--- src/ocr_pkg.sv ---
package ocr_pkg;

  // Bus and clock
  localparam int ADDR_W = 8;
  localparam int DATA_W = 32;
  localparam longint PCLK_HZ = 64'd50_000_000;

  // Output clock synthesis timebase, frequencies in kHz
  localparam int NUM_CLK = 7;
  localparam logic [31:0] PHASE_MOD_KHZ = 32'h0009_8968;
  localparam logic [31:0] FREQ1_RST = 32'h0000_61a8;
  localparam logic [31:0] FREQ2_RST = 32'h0000_f424;
  localparam logic [31:0] FREQ3_RST = 32'h0001_2fc0;
  localparam logic [31:0] FREQ4_RST = 32'h0001_e848;
  localparam logic [31:0] FREQ5_RST = 32'h0002_5f80;
  localparam logic [31:0] FREQ6_RST = 32'h0002_625a;
  localparam logic [31:0] FREQ7_RST = 32'h0004_c4b4;

  // Register byte offsets
  localparam logic [7:0] FREQ_BASE_OFS = 8'h00;
  localparam logic [7:0] MASTER_CONFIG_8_OFS = 8'h1c;
  localparam logic [7:0] OUTPUT_CONFIG_6_OFS = 8'h20;
  localparam logic [7:0] FRAME_SYNC_CONFIG_1_OFS = 8'h24;
  localparam logic [7:0] GPIO_CTRL_OFS = 8'h28;
  localparam logic [7:0] STATUS_OFS = 8'h2c;

  // Signal format codes
  localparam logic [1:0] FMT_LVDS = 2'h0;
  localparam logic [1:0] FMT_LVPECL = 2'h1;
  localparam logic [1:0] FMT_OFF = 2'h2;

  // Field positions
  localparam int MC8_OUT4_POS = 0;
  localparam int MC8_OUT5_POS = 2;
  localparam int MC8_OUT6_POS = 4;
  localparam int MC8_OUT7_POS = 6;
  localparam int GPIO_OUT_POS = 4;
  localparam int ST_CLK_POS = 8;
  localparam int ST_COPY_POS = 16;
  localparam int ST_SYNC_POS = 24;
  localparam logic [7:0] MASTER_CONFIG_8_RST = 8'h00;
  localparam logic [4:0] OUTPUT_CONFIG_6_RST = 5'h00;

  // Frame sync timing
  localparam longint FAST_FRAME_HZ = 64'd8_000;
  localparam longint SLOW_FRAME_HZ = 64'd2_000;
  localparam int FAST_FRAME_CYCLES = int'(PCLK_HZ / FAST_FRAME_HZ);
  localparam int SLOW_PER_FAST = int'(FAST_FRAME_HZ / SLOW_FRAME_HZ);
  localparam longint SYNC_PULSE_NS = 64'd160;
  localparam longint PCLK_PERIOD_NS = 64'd1_000_000_000 / PCLK_HZ;
  localparam int SYNC_PULSE_CYCLES = int'((SYNC_PULSE_NS + PCLK_PERIOD_NS - 1) / PCLK_PERIOD_NS);

  typedef struct packed {
    logic pulse;
    logic invert;
  } ocr_sync_mode_type;

  typedef struct packed {
    ocr_sync_mode_type slow;
    ocr_sync_mode_type fast;
  } ocr_sync_cfg_type;

  typedef struct packed {
    logic true_lvl;
    logic comp_lvl;
  } ocr_diff_type;

endpackage

--- src/ocr_output_routing.sv ---
// The register addresses and the APB register port are this design's own decisions.
`timescale 1ns/10ps
// Notes on behaviour
// - Clock 1 resets to 25 MHz, programmable
// - Clock 2 resets to 62.5 MHz, programmable
// - Clock 3 resets to 77.76 MHz, programmable
// - Clock 4 resets to 125 MHz, programmable
// - Clock 5 resets to 155.52 MHz, programmable
// - Pair 6 resets 156.25 MHz LVDS, format field
// - Pair 7 resets 312.5 MHz LVDS, format field
// - Pair 4 mirrors clock 4, format field
// - Pair 5 mirrors clock 5, format field
// - Shared pin 1: clock 1 copy or GPIO
// - Shared pin 2: clock 2 copy or GPIO
// - Shared pin 3: clock 3 copy or GPIO
// - Copy 4 off at reset, else clock 4
// - Copy 5 off at reset, else clock 5
// - 8 kHz output, default non-inverted square
// - 8 kHz invert and pulse mode bits
// - 2 kHz output, default non-inverted square
// - 2 kHz invert and pulse mode bits
module ocr_output_routing #(
  parameter int FAST_FRAME_CYCLES = ocr_pkg::FAST_FRAME_CYCLES,
  parameter logic [31:0] PHASE_MOD_KHZ = ocr_pkg::PHASE_MOD_KHZ
) (
  input wire logic pclk,
  input wire logic presetn,
  input wire logic psel,
  input wire logic penable,
  input wire logic pwrite,
  input wire logic [ocr_pkg::ADDR_W-1:0] paddr,
  input wire logic [ocr_pkg::DATA_W-1:0] pwdata,
  output logic [ocr_pkg::DATA_W-1:0] prdata,
  output logic pready,
  output logic pslverr,
  output logic output_clock_1,
  output logic output_clock_2,
  output logic output_clock_3,
  output logic output_clock_4,
  output logic output_clock_5,
  output logic diff_out4_true,
  output logic diff_out4_comp,
  output logic diff_out5_true,
  output logic diff_out5_comp,
  output logic diff_out6_true,
  output logic diff_out6_comp,
  output logic diff_out7_true,
  output logic diff_out7_comp,
  output logic [1:0] out4_signal_format,
  output logic [1:0] out5_signal_format,
  output logic [1:0] out6_signal_format,
  output logic [1:0] out7_signal_format,
  output logic [2:0] copy_pin_out,
  output logic [2:0] copy_pin_oe_n,
  input wire logic [2:0] copy_pin_in,
  output logic copy4_pin,
  output logic copy4_pin_oe_n,
  output logic copy5_pin,
  output logic copy5_pin_oe_n,
  output logic frame_sync_out,
  output logic multiframe_sync_out
);

  localparam logic [31:0] HALF_MOD = PHASE_MOD_KHZ >> 1;
  localparam logic [15:0] FAST_LAST = 16'(FAST_FRAME_CYCLES - 1);
  localparam logic [15:0] FAST_HALF = 16'(FAST_FRAME_CYCLES / 2);
  localparam logic [15:0] PULSE_CYC = 16'(ocr_pkg::SYNC_PULSE_CYCLES);
  localparam logic [1:0] SLOW_LAST = 2'(ocr_pkg::SLOW_PER_FAST - 1);
  localparam logic [1:0] SLOW_HALF = 2'(ocr_pkg::SLOW_PER_FAST / 2);

  localparam logic [31:0] FREQ_RST [ocr_pkg::NUM_CLK] = '{
    ocr_pkg::FREQ1_RST, ocr_pkg::FREQ2_RST, ocr_pkg::FREQ3_RST, ocr_pkg::FREQ4_RST,
    ocr_pkg::FREQ5_RST, ocr_pkg::FREQ6_RST, ocr_pkg::FREQ7_RST};

  // Sync output level from mode bits
  function automatic logic sync_level(input logic square, input logic pulse,
                                      input ocr_pkg::ocr_sync_mode_type mode);
    sync_level = (mode.pulse ? pulse : square) ^ mode.invert;
  endfunction

  // Register file
  logic [31:0] freq_reg [ocr_pkg::NUM_CLK];
  logic [7:0] master_config_8_reg;
  logic [4:0] output_config_6_reg;
  ocr_pkg::ocr_sync_cfg_type frame_sync_config_1_reg;
  logic [2:0] gpio_dir_reg;
  logic [2:0] gpio_out_reg;

  // Clock synthesis and routing state
  logic [31:0] acc_reg [ocr_pkg::NUM_CLK];
  logic [31:0] acc_next [ocr_pkg::NUM_CLK];
  logic [ocr_pkg::NUM_CLK-1:0] clk_next;
  logic [ocr_pkg::NUM_CLK-1:0] clk_reg;
  ocr_pkg::ocr_diff_type diff_reg [4];
  logic [4:0] copy_en_reg;
  logic [2:0] copy_pin_out_reg;
  logic [2:0] copy_pin_oe_n_reg;
  logic copy4_reg;
  logic copy4_oe_n_reg;
  logic copy5_reg;
  logic copy5_oe_n_reg;

  // Frame sync state
  logic [15:0] fast_cnt_reg;
  logic [1:0] slow_idx_reg;
  logic frame_sync_reg;
  logic multiframe_sync_reg;

  // Bus state
  logic [31:0] prdata_reg;
  logic pready_reg;
  logic pslverr_reg;
  logic access;
  logic wr_en;
  logic [31:0] rd_next;
  logic hit;

  assign access = psel & penable & ~pready_reg;
  assign wr_en = psel & penable & pready_reg & pwrite & ~pslverr_reg;

  // Address decode and read mux
  always_comb begin
    rd_next = 32'h0000_0000;
    hit = 1'b1;
    if (paddr[1:0] != 2'h0) begin
      hit = 1'b0;
    end else if (paddr < ocr_pkg::MASTER_CONFIG_8_OFS) begin
      rd_next = freq_reg[paddr[4:2]];
    end else begin
      case (paddr)
        ocr_pkg::MASTER_CONFIG_8_OFS: rd_next[7:0] = master_config_8_reg;
        ocr_pkg::OUTPUT_CONFIG_6_OFS: rd_next[4:0] = output_config_6_reg;
        ocr_pkg::FRAME_SYNC_CONFIG_1_OFS: rd_next[3:0] = frame_sync_config_1_reg;
        ocr_pkg::GPIO_CTRL_OFS: begin
          rd_next[2:0] = gpio_dir_reg;
          rd_next[ocr_pkg::GPIO_OUT_POS +: 3] = gpio_out_reg;
        end
        ocr_pkg::STATUS_OFS: begin
          rd_next[2:0] = copy_pin_in;
          rd_next[ocr_pkg::ST_CLK_POS +: ocr_pkg::NUM_CLK] = clk_reg;
          rd_next[ocr_pkg::ST_COPY_POS +: 5] = copy_en_reg;
          rd_next[ocr_pkg::ST_SYNC_POS] = frame_sync_reg;
          rd_next[ocr_pkg::ST_SYNC_POS + 1] = multiframe_sync_reg;
        end
        default: hit = 1'b0;
      endcase
    end
  end

  // APB answer, one wait state
  always_ff @(posedge pclk or negedge presetn) begin
    if (!presetn) begin
      pready_reg <= 1'b0;
      pslverr_reg <= 1'b0;
      prdata_reg <= 32'h0000_0000;
    end else begin
      pready_reg <= access;
      pslverr_reg <= access & ~hit;
      if (access) begin
        prdata_reg <= (pwrite | ~hit) ? 32'h0000_0000 : rd_next;
      end
    end
  end

  // Frequency registers
  always_ff @(posedge pclk or negedge presetn) begin
    if (!presetn) begin
      for (int i = 0; i < ocr_pkg::NUM_CLK; i++) begin
        freq_reg[i] <= FREQ_RST[i];
      end
    end else if (wr_en && paddr < ocr_pkg::MASTER_CONFIG_8_OFS) begin
      freq_reg[paddr[4:2]] <= (pwdata >= PHASE_MOD_KHZ) ? HALF_MOD : pwdata;
    end
  end

  // Configuration registers
  always_ff @(posedge pclk or negedge presetn) begin
    if (!presetn) begin
      master_config_8_reg <= ocr_pkg::MASTER_CONFIG_8_RST;
      output_config_6_reg <= ocr_pkg::OUTPUT_CONFIG_6_RST;
      frame_sync_config_1_reg <= '0;
      gpio_dir_reg <= 3'h0;
      gpio_out_reg <= 3'h0;
    end else if (wr_en) begin
      case (paddr)
        ocr_pkg::MASTER_CONFIG_8_OFS: master_config_8_reg <= pwdata[7:0];
        ocr_pkg::OUTPUT_CONFIG_6_OFS: output_config_6_reg <= pwdata[4:0];
        ocr_pkg::FRAME_SYNC_CONFIG_1_OFS: frame_sync_config_1_reg <= pwdata[3:0];
        ocr_pkg::GPIO_CTRL_OFS: begin
          gpio_dir_reg <= pwdata[2:0];
          gpio_out_reg <= pwdata[ocr_pkg::GPIO_OUT_POS +: 3];
        end
        default: begin
        end
      endcase
    end
  end

  // Phase accumulators, one per output clock
  genvar g;
  generate
    for (g = 0; g < ocr_pkg::NUM_CLK; g++) begin : gen_nco
      logic [32:0] sum;
      assign sum = {1'b0, acc_reg[g]} + {1'b0, freq_reg[g]};
      assign acc_next[g] = (sum >= {1'b0, PHASE_MOD_KHZ}) ? 32'(sum - {1'b0, PHASE_MOD_KHZ}) : sum[31:0];
      assign clk_next[g] = acc_next[g] >= HALF_MOD;
      always_ff @(posedge pclk or negedge presetn) begin
        if (!presetn) begin
          acc_reg[g] <= 32'h0000_0000;
          clk_reg[g] <= 1'b0;
        end else begin
          acc_reg[g] <= acc_next[g];
          clk_reg[g] <= clk_next[g];
        end
      end
    end
  endgenerate

  // Differential pairs from clock sources 4 to 7
  generate
    for (g = 0; g < 4; g++) begin : gen_diff
      always_ff @(posedge pclk or negedge presetn) begin
        if (!presetn) begin
          diff_reg[g] <= 2'b01;
        end else begin
          diff_reg[g].true_lvl <= clk_next[g + 3];
          diff_reg[g].comp_lvl <= ~clk_next[g + 3];
        end
      end
    end
  endgenerate

  // Copy enables switch only while the source is low
  generate
    for (g = 0; g < 5; g++) begin : gen_copy_en
      always_ff @(posedge pclk or negedge presetn) begin
        if (!presetn) begin
          copy_en_reg[g] <= 1'b0;
        end else if (!clk_next[g]) begin
          copy_en_reg[g] <= output_config_6_reg[g];
        end
      end
    end
  endgenerate

  // Shared pins: clock copy or general I/O
  generate
    for (g = 0; g < 3; g++) begin : gen_shared
      always_ff @(posedge pclk or negedge presetn) begin
        if (!presetn) begin
          copy_pin_out_reg[g] <= 1'b0;
          copy_pin_oe_n_reg[g] <= 1'b1;
        end else if (copy_en_reg[g]) begin
          copy_pin_out_reg[g] <= clk_next[g];
          copy_pin_oe_n_reg[g] <= 1'b0;
        end else begin
          copy_pin_out_reg[g] <= gpio_out_reg[g];
          copy_pin_oe_n_reg[g] <= ~gpio_dir_reg[g];
        end
      end
    end
  endgenerate

  // Dedicated copy pins, static low and released when off
  always_ff @(posedge pclk or negedge presetn) begin
    if (!presetn) begin
      copy4_reg <= 1'b0;
      copy4_oe_n_reg <= 1'b1;
      copy5_reg <= 1'b0;
      copy5_oe_n_reg <= 1'b1;
    end else begin
      copy4_reg <= copy_en_reg[3] & clk_next[3];
      copy4_oe_n_reg <= ~(copy_en_reg[3] | output_config_6_reg[3]);
      copy5_reg <= copy_en_reg[4] & clk_next[4];
      copy5_oe_n_reg <= ~(copy_en_reg[4] | output_config_6_reg[4]);
    end
  end

  // Frame counters, multiframe aligned to every fourth frame
  always_ff @(posedge pclk or negedge presetn) begin
    if (!presetn) begin
      fast_cnt_reg <= 16'h0000;
      slow_idx_reg <= 2'h0;
    end else if (fast_cnt_reg == FAST_LAST) begin
      fast_cnt_reg <= 16'h0000;
      slow_idx_reg <= (slow_idx_reg == SLOW_LAST) ? 2'h0 : slow_idx_reg + 2'h1;
    end else begin
      fast_cnt_reg <= fast_cnt_reg + 16'h0001;
    end
  end

  // Sync outputs
  always_ff @(posedge pclk or negedge presetn) begin
    if (!presetn) begin
      frame_sync_reg <= 1'b0;
      multiframe_sync_reg <= 1'b0;
    end else begin
      frame_sync_reg <= sync_level(fast_cnt_reg < FAST_HALF, fast_cnt_reg < PULSE_CYC,
                                   frame_sync_config_1_reg.fast);
      multiframe_sync_reg <= sync_level(slow_idx_reg < SLOW_HALF,
                                        slow_idx_reg == 2'h0 && fast_cnt_reg < PULSE_CYC,
                                        frame_sync_config_1_reg.slow);
    end
  end

  assign prdata = prdata_reg;
  assign pready = pready_reg;
  assign pslverr = pslverr_reg;
  assign output_clock_1 = clk_reg[0];
  assign output_clock_2 = clk_reg[1];
  assign output_clock_3 = clk_reg[2];
  assign output_clock_4 = clk_reg[3];
  assign output_clock_5 = clk_reg[4];
  assign diff_out4_true = diff_reg[0].true_lvl;
  assign diff_out4_comp = diff_reg[0].comp_lvl;
  assign diff_out5_true = diff_reg[1].true_lvl;
  assign diff_out5_comp = diff_reg[1].comp_lvl;
  assign diff_out6_true = diff_reg[2].true_lvl;
  assign diff_out6_comp = diff_reg[2].comp_lvl;
  assign diff_out7_true = diff_reg[3].true_lvl;
  assign diff_out7_comp = diff_reg[3].comp_lvl;
  assign out4_signal_format = master_config_8_reg[ocr_pkg::MC8_OUT4_POS +: 2];
  assign out5_signal_format = master_config_8_reg[ocr_pkg::MC8_OUT5_POS +: 2];
  assign out6_signal_format = master_config_8_reg[ocr_pkg::MC8_OUT6_POS +: 2];
  assign out7_signal_format = master_config_8_reg[ocr_pkg::MC8_OUT7_POS +: 2];
  assign copy_pin_out = copy_pin_out_reg;
  assign copy_pin_oe_n = copy_pin_oe_n_reg;
  assign copy4_pin = copy4_reg;
  assign copy4_pin_oe_n = copy4_oe_n_reg;
  assign copy5_pin = copy5_reg;
  assign copy5_pin_oe_n = copy5_oe_n_reg;
  assign frame_sync_out = frame_sync_reg;
  assign multiframe_sync_out = multiframe_sync_reg;

endmodule

--- config.mk ---
export PLATFORM = sky130hd
export DESIGN_NAME = ocr_output_routing
export DESIGN_NICKNAME = d
export VERILOG_FILES = /design/src/ocr_pkg.sv /design/src/ocr_output_routing.sv
export SDC_FILE = /design/constraint.sdc
export NUM_CORES = 2
export LEC_CHECK = 0
export ABC_AREA = 1
export BUFFER_PORTS_ARGS = -buffer_cell sky130_fd_sc_hd__buf_2
export CORE_MARGIN = 1.5
export CORE_UTILIZATION = 35
export DETAILED_ROUTE_END_ITERATION = 6
export GPL_ROUTABILITY_DRIVEN = 1
export PLACE_DENSITY = 0.47
export SETUP_SLACK_MARGIN = 0.3
export SLEW_MARGIN = 25
export SYNTH_ARGS = -nofsm -noshare
export SYNTH_HDL_FRONTEND = slang
export SYNTH_SLANG_ARGS = --single-unit
--- constraint.sdc ---
create_clock -name pclk -period 4.9 [get_ports pclk]
set_input_delay 0.245 -clock pclk [delete_from_list [all_inputs] [get_ports pclk]]
set_output_delay 0.245 -clock pclk [all_outputs]
set_load 0.005 [all_outputs]
== After elaboration in Yosys (flattened, before gate mapping) ==
Index checks and enable logic that the tools add are counted.

* Bits in registers: 551
* Bits of input ports: 48
* Output and inout port bits: 67
* Word-level logic and storage cells: 178

* Add/sub/neg operators: 16
* Magnitude comparators: 21
* Eq/ne operators: 7
* Multiplexer cells: 43
* Bitwise logic cells: 26
* Reduce and logical (&&, ||, !) cells: 10

{| class="wikitable"
|+ Operator list
! kind !! count
|-
| $mux 32 || 13
|-
| $add 32x32->33 || 7
|-
| $ge 33x20->1 const B || 7
|-
| $bwmux 224 || 1
|-
| $ge 32x19->1 const B || 7
|-
| $sub 32x20->32 const B || 7
|-
| $bmux 32 s3 || 1
|-
| $demux 32 s3 || 1
|-
| $eq 8x6->1 const B || 4
|-
| $ge 32x20->1 const B || 1
|-
| $add 16x1->16 const B || 1
|-
| $eq 16x13->1 const B || 1
|-
| $lt 16x12->1 const B || 1
|-
| $lt 16x4->1 const B || 1
|-
| $mux 16 || 1
|-
| $mux 15 || 1
|-
| $pmux 3 s5 || 1
|-
| $mux 1 || 13
|-
| $not 1->1 || 12
|-
| $mux 5 || 2
|-
| $and 1x1->1 || 8
|-
| $eq 8x5->1 const B || 1
|-
| $lt 8x5->1 const B || 1
|-
| $reduce_and 2->1 || 4
|-
| 18 further kinds || 26
|}

== Longest topological paths before layout ==
* Depth after elaboration: 8
* Mapped depth: 33
* Depth with buffers taken out: 32

== Worst setup path after synthesis ==
No wires, ideal clock.

* Path kind: register to register
* Start point: reg freq_reg[128] (netlist bit)
* End point: reg copy_en_reg[2]
* Data arrival time: 3.393 ns
* Path slack: 1.389 ns
* Cell stages (with the launch flop): 26
* Path buffers: 1
* Cells stage by stage: dfrtp_1 -> ha_1 -> fa_1 -> nand3_1 -> nand3_1 -> xor2_1 -> inv_1 -> ha_1 -> nand3b_1 -> nand2_1 -> nand2_1 -> nand2_1 -> nand2_1 -> nand2_1 -> nand4_2 -> buf_2 -> nand4_1 -> nand2_1 -> nor2_2 -> nand2_1 -> o21ai_1 -> nand2_1 -> nand2_1 -> nand2_2 -> nand2_1 -> nand2_1

{| class="wikitable"
|+ RTL lines
! what !! line !! text
|-
| start: declaration || ocr_output_routing.sv:82 || <nowiki>logic [31:0] freq_reg [ocr_pkg::NUM_CLK];</nowiki>
|-
| start signal: indexed assignment || ocr_output_routing.sv:169 || <nowiki>freq_reg[i] <= FREQ_RST[i];</nowiki>
|-
| start signal: indexed assignment || ocr_output_routing.sv:172 || <nowiki>freq_reg[paddr[4:2]] <= (pwdata >= PHASE_MOD_KHZ) ? HALF_MOD : pwdata;</nowiki>
|-
| end signal: indexed assignment || ocr_output_routing.sv:240 || <nowiki>copy_en_reg[g] <= output_config_6_reg[g];</nowiki>
|-
| end: declaration || ocr_output_routing.sv:95 || <nowiki>logic [4:0] copy_en_reg;</nowiki>
|}

==> flow_summary_export.csv <==
group,metric,value,unit
finish,final_common_cell,"nand2_1",
critical_path,rrSetupSlack,0.58,ns
sta,rsz0062_at_grt,"yes",
detailed_routing,drtIter0Drc,4546,
min_path,hp-start,"pwdata[15]",
critical_path,cp.required,5.44,ns
die,die_x,371,um
yosys,synth_cell_type_count,62,
die,fp.coreArea,134000,um2
clock_network,ctsHtreeMaxLevel,3,
finish,nFillCells,14700,
detailed_routing,drc,0,
placement,dp_slack,0.200,ns
critical_path,r2r_start,"freq_reg[64]$_DFFE_PN0P_",
finish,layout-drive-gt1-share,7.60,%
sta,slew_headroom,27.8,%
global_routing,antenna_found_initial,17,
pwr,vdd.ir_drop.worst,0.236,mV
outcome,status,"completed",
pwr,totalPowerFinal,0.0265,W
detailed_routing,routed_wl,195,mm
detailed_routing,final_antenna_net_count,0,
finish,multi_input_area,28700,um2
placement,dp_hpwl,160,mm
pwr,powerDensity,493,nW/um2
yosys,synth_edf_count,0,
yosys,ys_async_sr_fraction,100,%
critical_path,max_stage_delay,0.43,ns
clock_network,clk_pin_slew,0.06,ns
sta,tns,0,ns
pwr,p_switching,0.0132,W
detailed_routing,firstDrtPassIters,6,
pwr,clkPwrFrac,22.0,%
global_routing,grt_max_degree,113,
critical_path,cpMostUsedCell,"nand2_1",
pwr,power_frac_comb,55.3,%
die,die-area,138000,um2
die,initial_core_util,35.4,%
pwr,sw_frac_of_total,49.7,%
global_routing,grt_first_pass_wirelength,288,mm
finish,nNetsFinal,8233,
critical_path,worstPathArrival,4.86,ns
finish,final_cell_mix,"nand2_1 (2,904), inv_1 (1,288), nor2_1 (712), dfrtp_1 (488), nand3_1 (479)",
clock_network,max-clock-path-buffers,3,
sta,worst_slack,0.581,ns
placement,numPortBuffers,114,
min_path,hold_end,"freq_reg[79]$_DFFE_PN0P_",
die,num_rows,134,
clock_network,cts_buffers,75,
critical_path,cpMaxStageDelayCell,"dfrtp_2",
detailed_routing,vias,49400,
yosys,syn_inst,7767,
critical_path,r2r-end,"copy_en_reg[4]$_DFFE_PN0N_",
placement,gp_congestion,0.951,
clock_network,clock_sink_count,551,
sta,skew,0.0274,ns
clock_network,root_buffer,"clkbuf_16",
sta,finalSetupViolCount,0,
critical_path,crit_type,"reg -> reg",
global_routing,grt_usage,27.8,%
sta,finalCritPeriodShare,88.1,%
sta,min_period,4.32,ns
sta,slew_viol_final,0,
critical_path,cp-start-kind,"flip-flop",
yosys,synth.cell_area,47500,um2
die,dieHeight,371,um
clock_network,cts_tree,"built",
yosys,syn_nets,8058,
yosys,synth_ff_type,"dfrtp_1",
yosys,post_synth.cell_area_avg,6.12,um2
clock_network,insertion_delay,0.68,ns
pwr,p_leak,30.0,nW
sta,finalHoldViolCount,0,
sta,max_freq,232,MHz
flow_run,cap_viol_max_count,0,
finish,seq_area,13900,um2
finish,syn_to_final_growth,13.1,%
pwr,p_seq_share,22.7,%
detailed_routing,routedWlPerCell,20.0,um
global_routing,grt_pass1_vias,45800,
min_path,whs_path_depth,3,
sta,hold_slack,0.0479,ns
detailed_routing,viasPerCell,5.05,
finish,final_area,53700,um2
pwr,p_int,0.0133,W
sta,tightest_slew,1.08,ns
critical_path,crit_fanout,11,
yosys,synth_seq_cells,551,
yosys,synth.yosys.seq_area_share,29.2,%
placement,place_area,50300,um2
die,io_pins,115,
min_path,hold_class,"in -> reg",
critical_path,r2r_cells,28,
critical_path,end_kind,"flip-flop",
yosys,ys_warn_count,0,
global_routing,overflow,0,
[worst max-delay path, delay by kind of cell (launching register included)]
kind,cells,cell delay [ns]
flops,1,0.43
simple gates,20,2.22
buf+inv,4,0.50
xor+xnor,2,0.40
fa+ha+maj,2,0.64
[cells in the mapped netlist (8+ instances only)]
| library cell | count | area [um2] |
|---|---|---|
| a21o_1 | 9 | 67.6 |
| a21oi_1 | 212 | 1060 |
| a31oi_1 | 21 | 131 |
| and2_1 | 23 | 144 |
| buf_2 | 18 | 90.1 |
| buf_6 | 10 | 113 |
| clkbuf_1 | 81 | 304 |
| dfrtp_1 | 490 | 12300 |
| dfstp_2 | 61 | 1600 |
| ha_1 | 236 | 2950 |
| inv_1 | 1290 | 4840 |
| inv_2 | 15 | 56.3 |
| nand2_1 | 2915 | 10900 |
| nand2_2 | 43 | 269 |
| nand3_1 | 488 | 2440 |
| nand3_2 | 12 | 120 |
| nand3b_1 | 52 | 390 |
| nand4_1 | 177 | 1110 |
| nor2_1 | 737 | 2770 |
| nor2_2 | 29 | 181 |
| nor3_1 | 89 | 445 |
| nor4_1 | 17 | 106 |
| o21ai_0 | 321 | 1610 |
| o21ai_1 | 30 | 150 |
| o21bai_1 | 12 | 90.1 |
| o221ai_1 | 12 | 105 |
| o22ai_1 | 75 | 469 |
| o31ai_1 | 23 | 173 |
| xnor2_1 | 35 | 307 |
| xor2_1 | 127 | 1110 |
| xor2_2 | 8 | 130 |
[stage by stage]
stage / util [%] / std cells
after CTS: 39.6 / 9747
after detailed placement: 37.5 / 9596
after global routing: 40.0 / 9770
after floorplan: - / 7767
after global placement: 37.5 / 9596
final: 40.1 / 9781
[how the worst max path moves through the flow]
stage,start,to,cells after the start
2_1_floorplan,freq_reg[128]$_DFFE_PN0P_,copy_en_reg[2]$_DFFE_PN0N_,25
3_3_place_gp,freq_reg[64]$_DFFE_PN0P_,copy_en_reg[4]$_DFFE_PN0N_,28
3_5_place_dp,freq_reg[64]$_DFFE_PN0P_,copy_en_reg[4]$_DFFE_PN0N_,28
4_1_cts,freq_reg[64]$_DFFE_PN0P_,copy_en_reg[4]$_DFFE_PN0N_,26
5_1_grt,freq_reg[70]$_DFFE_PN0P_,copy_en_reg[4]$_DFFE_PN0N_,25
6_report,freq_reg[64]$_DFFE_PN0P_,copy_en_reg[4]$_DFFE_PN0N_,28
[power groups by stage]
stage	Combinational, W	Clock (W)	Sequential, W
2_1_floorplan	0.0103	0	0.00577
3_3_place_gp	0.0143	0	0.00610
3_5_place_dp	0.0143	0	0.00609
4_1_cts	0.0143	0.00594	0.00602
5_1_grt	0.0166	0.00612	0.00607
6_report	0.0146	0.00581	0.00602
[repair_timing]
action                     CTS  global route
cloned                       2             5
gates resized for setup      2            84
hold endpoints to repair    93             0
setup endpoints to repair    7            21
pin swaps                    1            11
buffers inserted             2            18
hold buffers                10             0
[cell families after synthesis]
kind of cell             count (synthesis)  share of synthesized area (%)
AND/OR/NAND/NOR                       4607                           40.4
buffers and inverters                 1432                           11.6
AO/OA/AOI/OAI                          760                           8.95
flip-flops                             551                           29.2
adder cells (fa/ha/maj)                243                           6.51
XOR/XNOR                               173                           3.39
multiplexers                             1                         0.0237
[per-layer routing]
layer	vias to the layer above	track usage [%]	part of all wire (%)
met5	-	0	0.027
met2	1412	41.3	42
met1	23000	40.0	48
met4	8	8.58	3.0
li1	24800	-	-
met3	239	6.00	7.3
[final cells by class]
class	instances	share of cell area, %
repair buffers	213	2.71
diodes	11	0.0512
multi-input cells	5791	53.3
clock buffers	103	4.05
well taps	1768	4.12
flip-flops and latches	551	25.8
clock inverters	34	0.762
inverters	1310	9.16
Power figures use the tool's default switching activity.
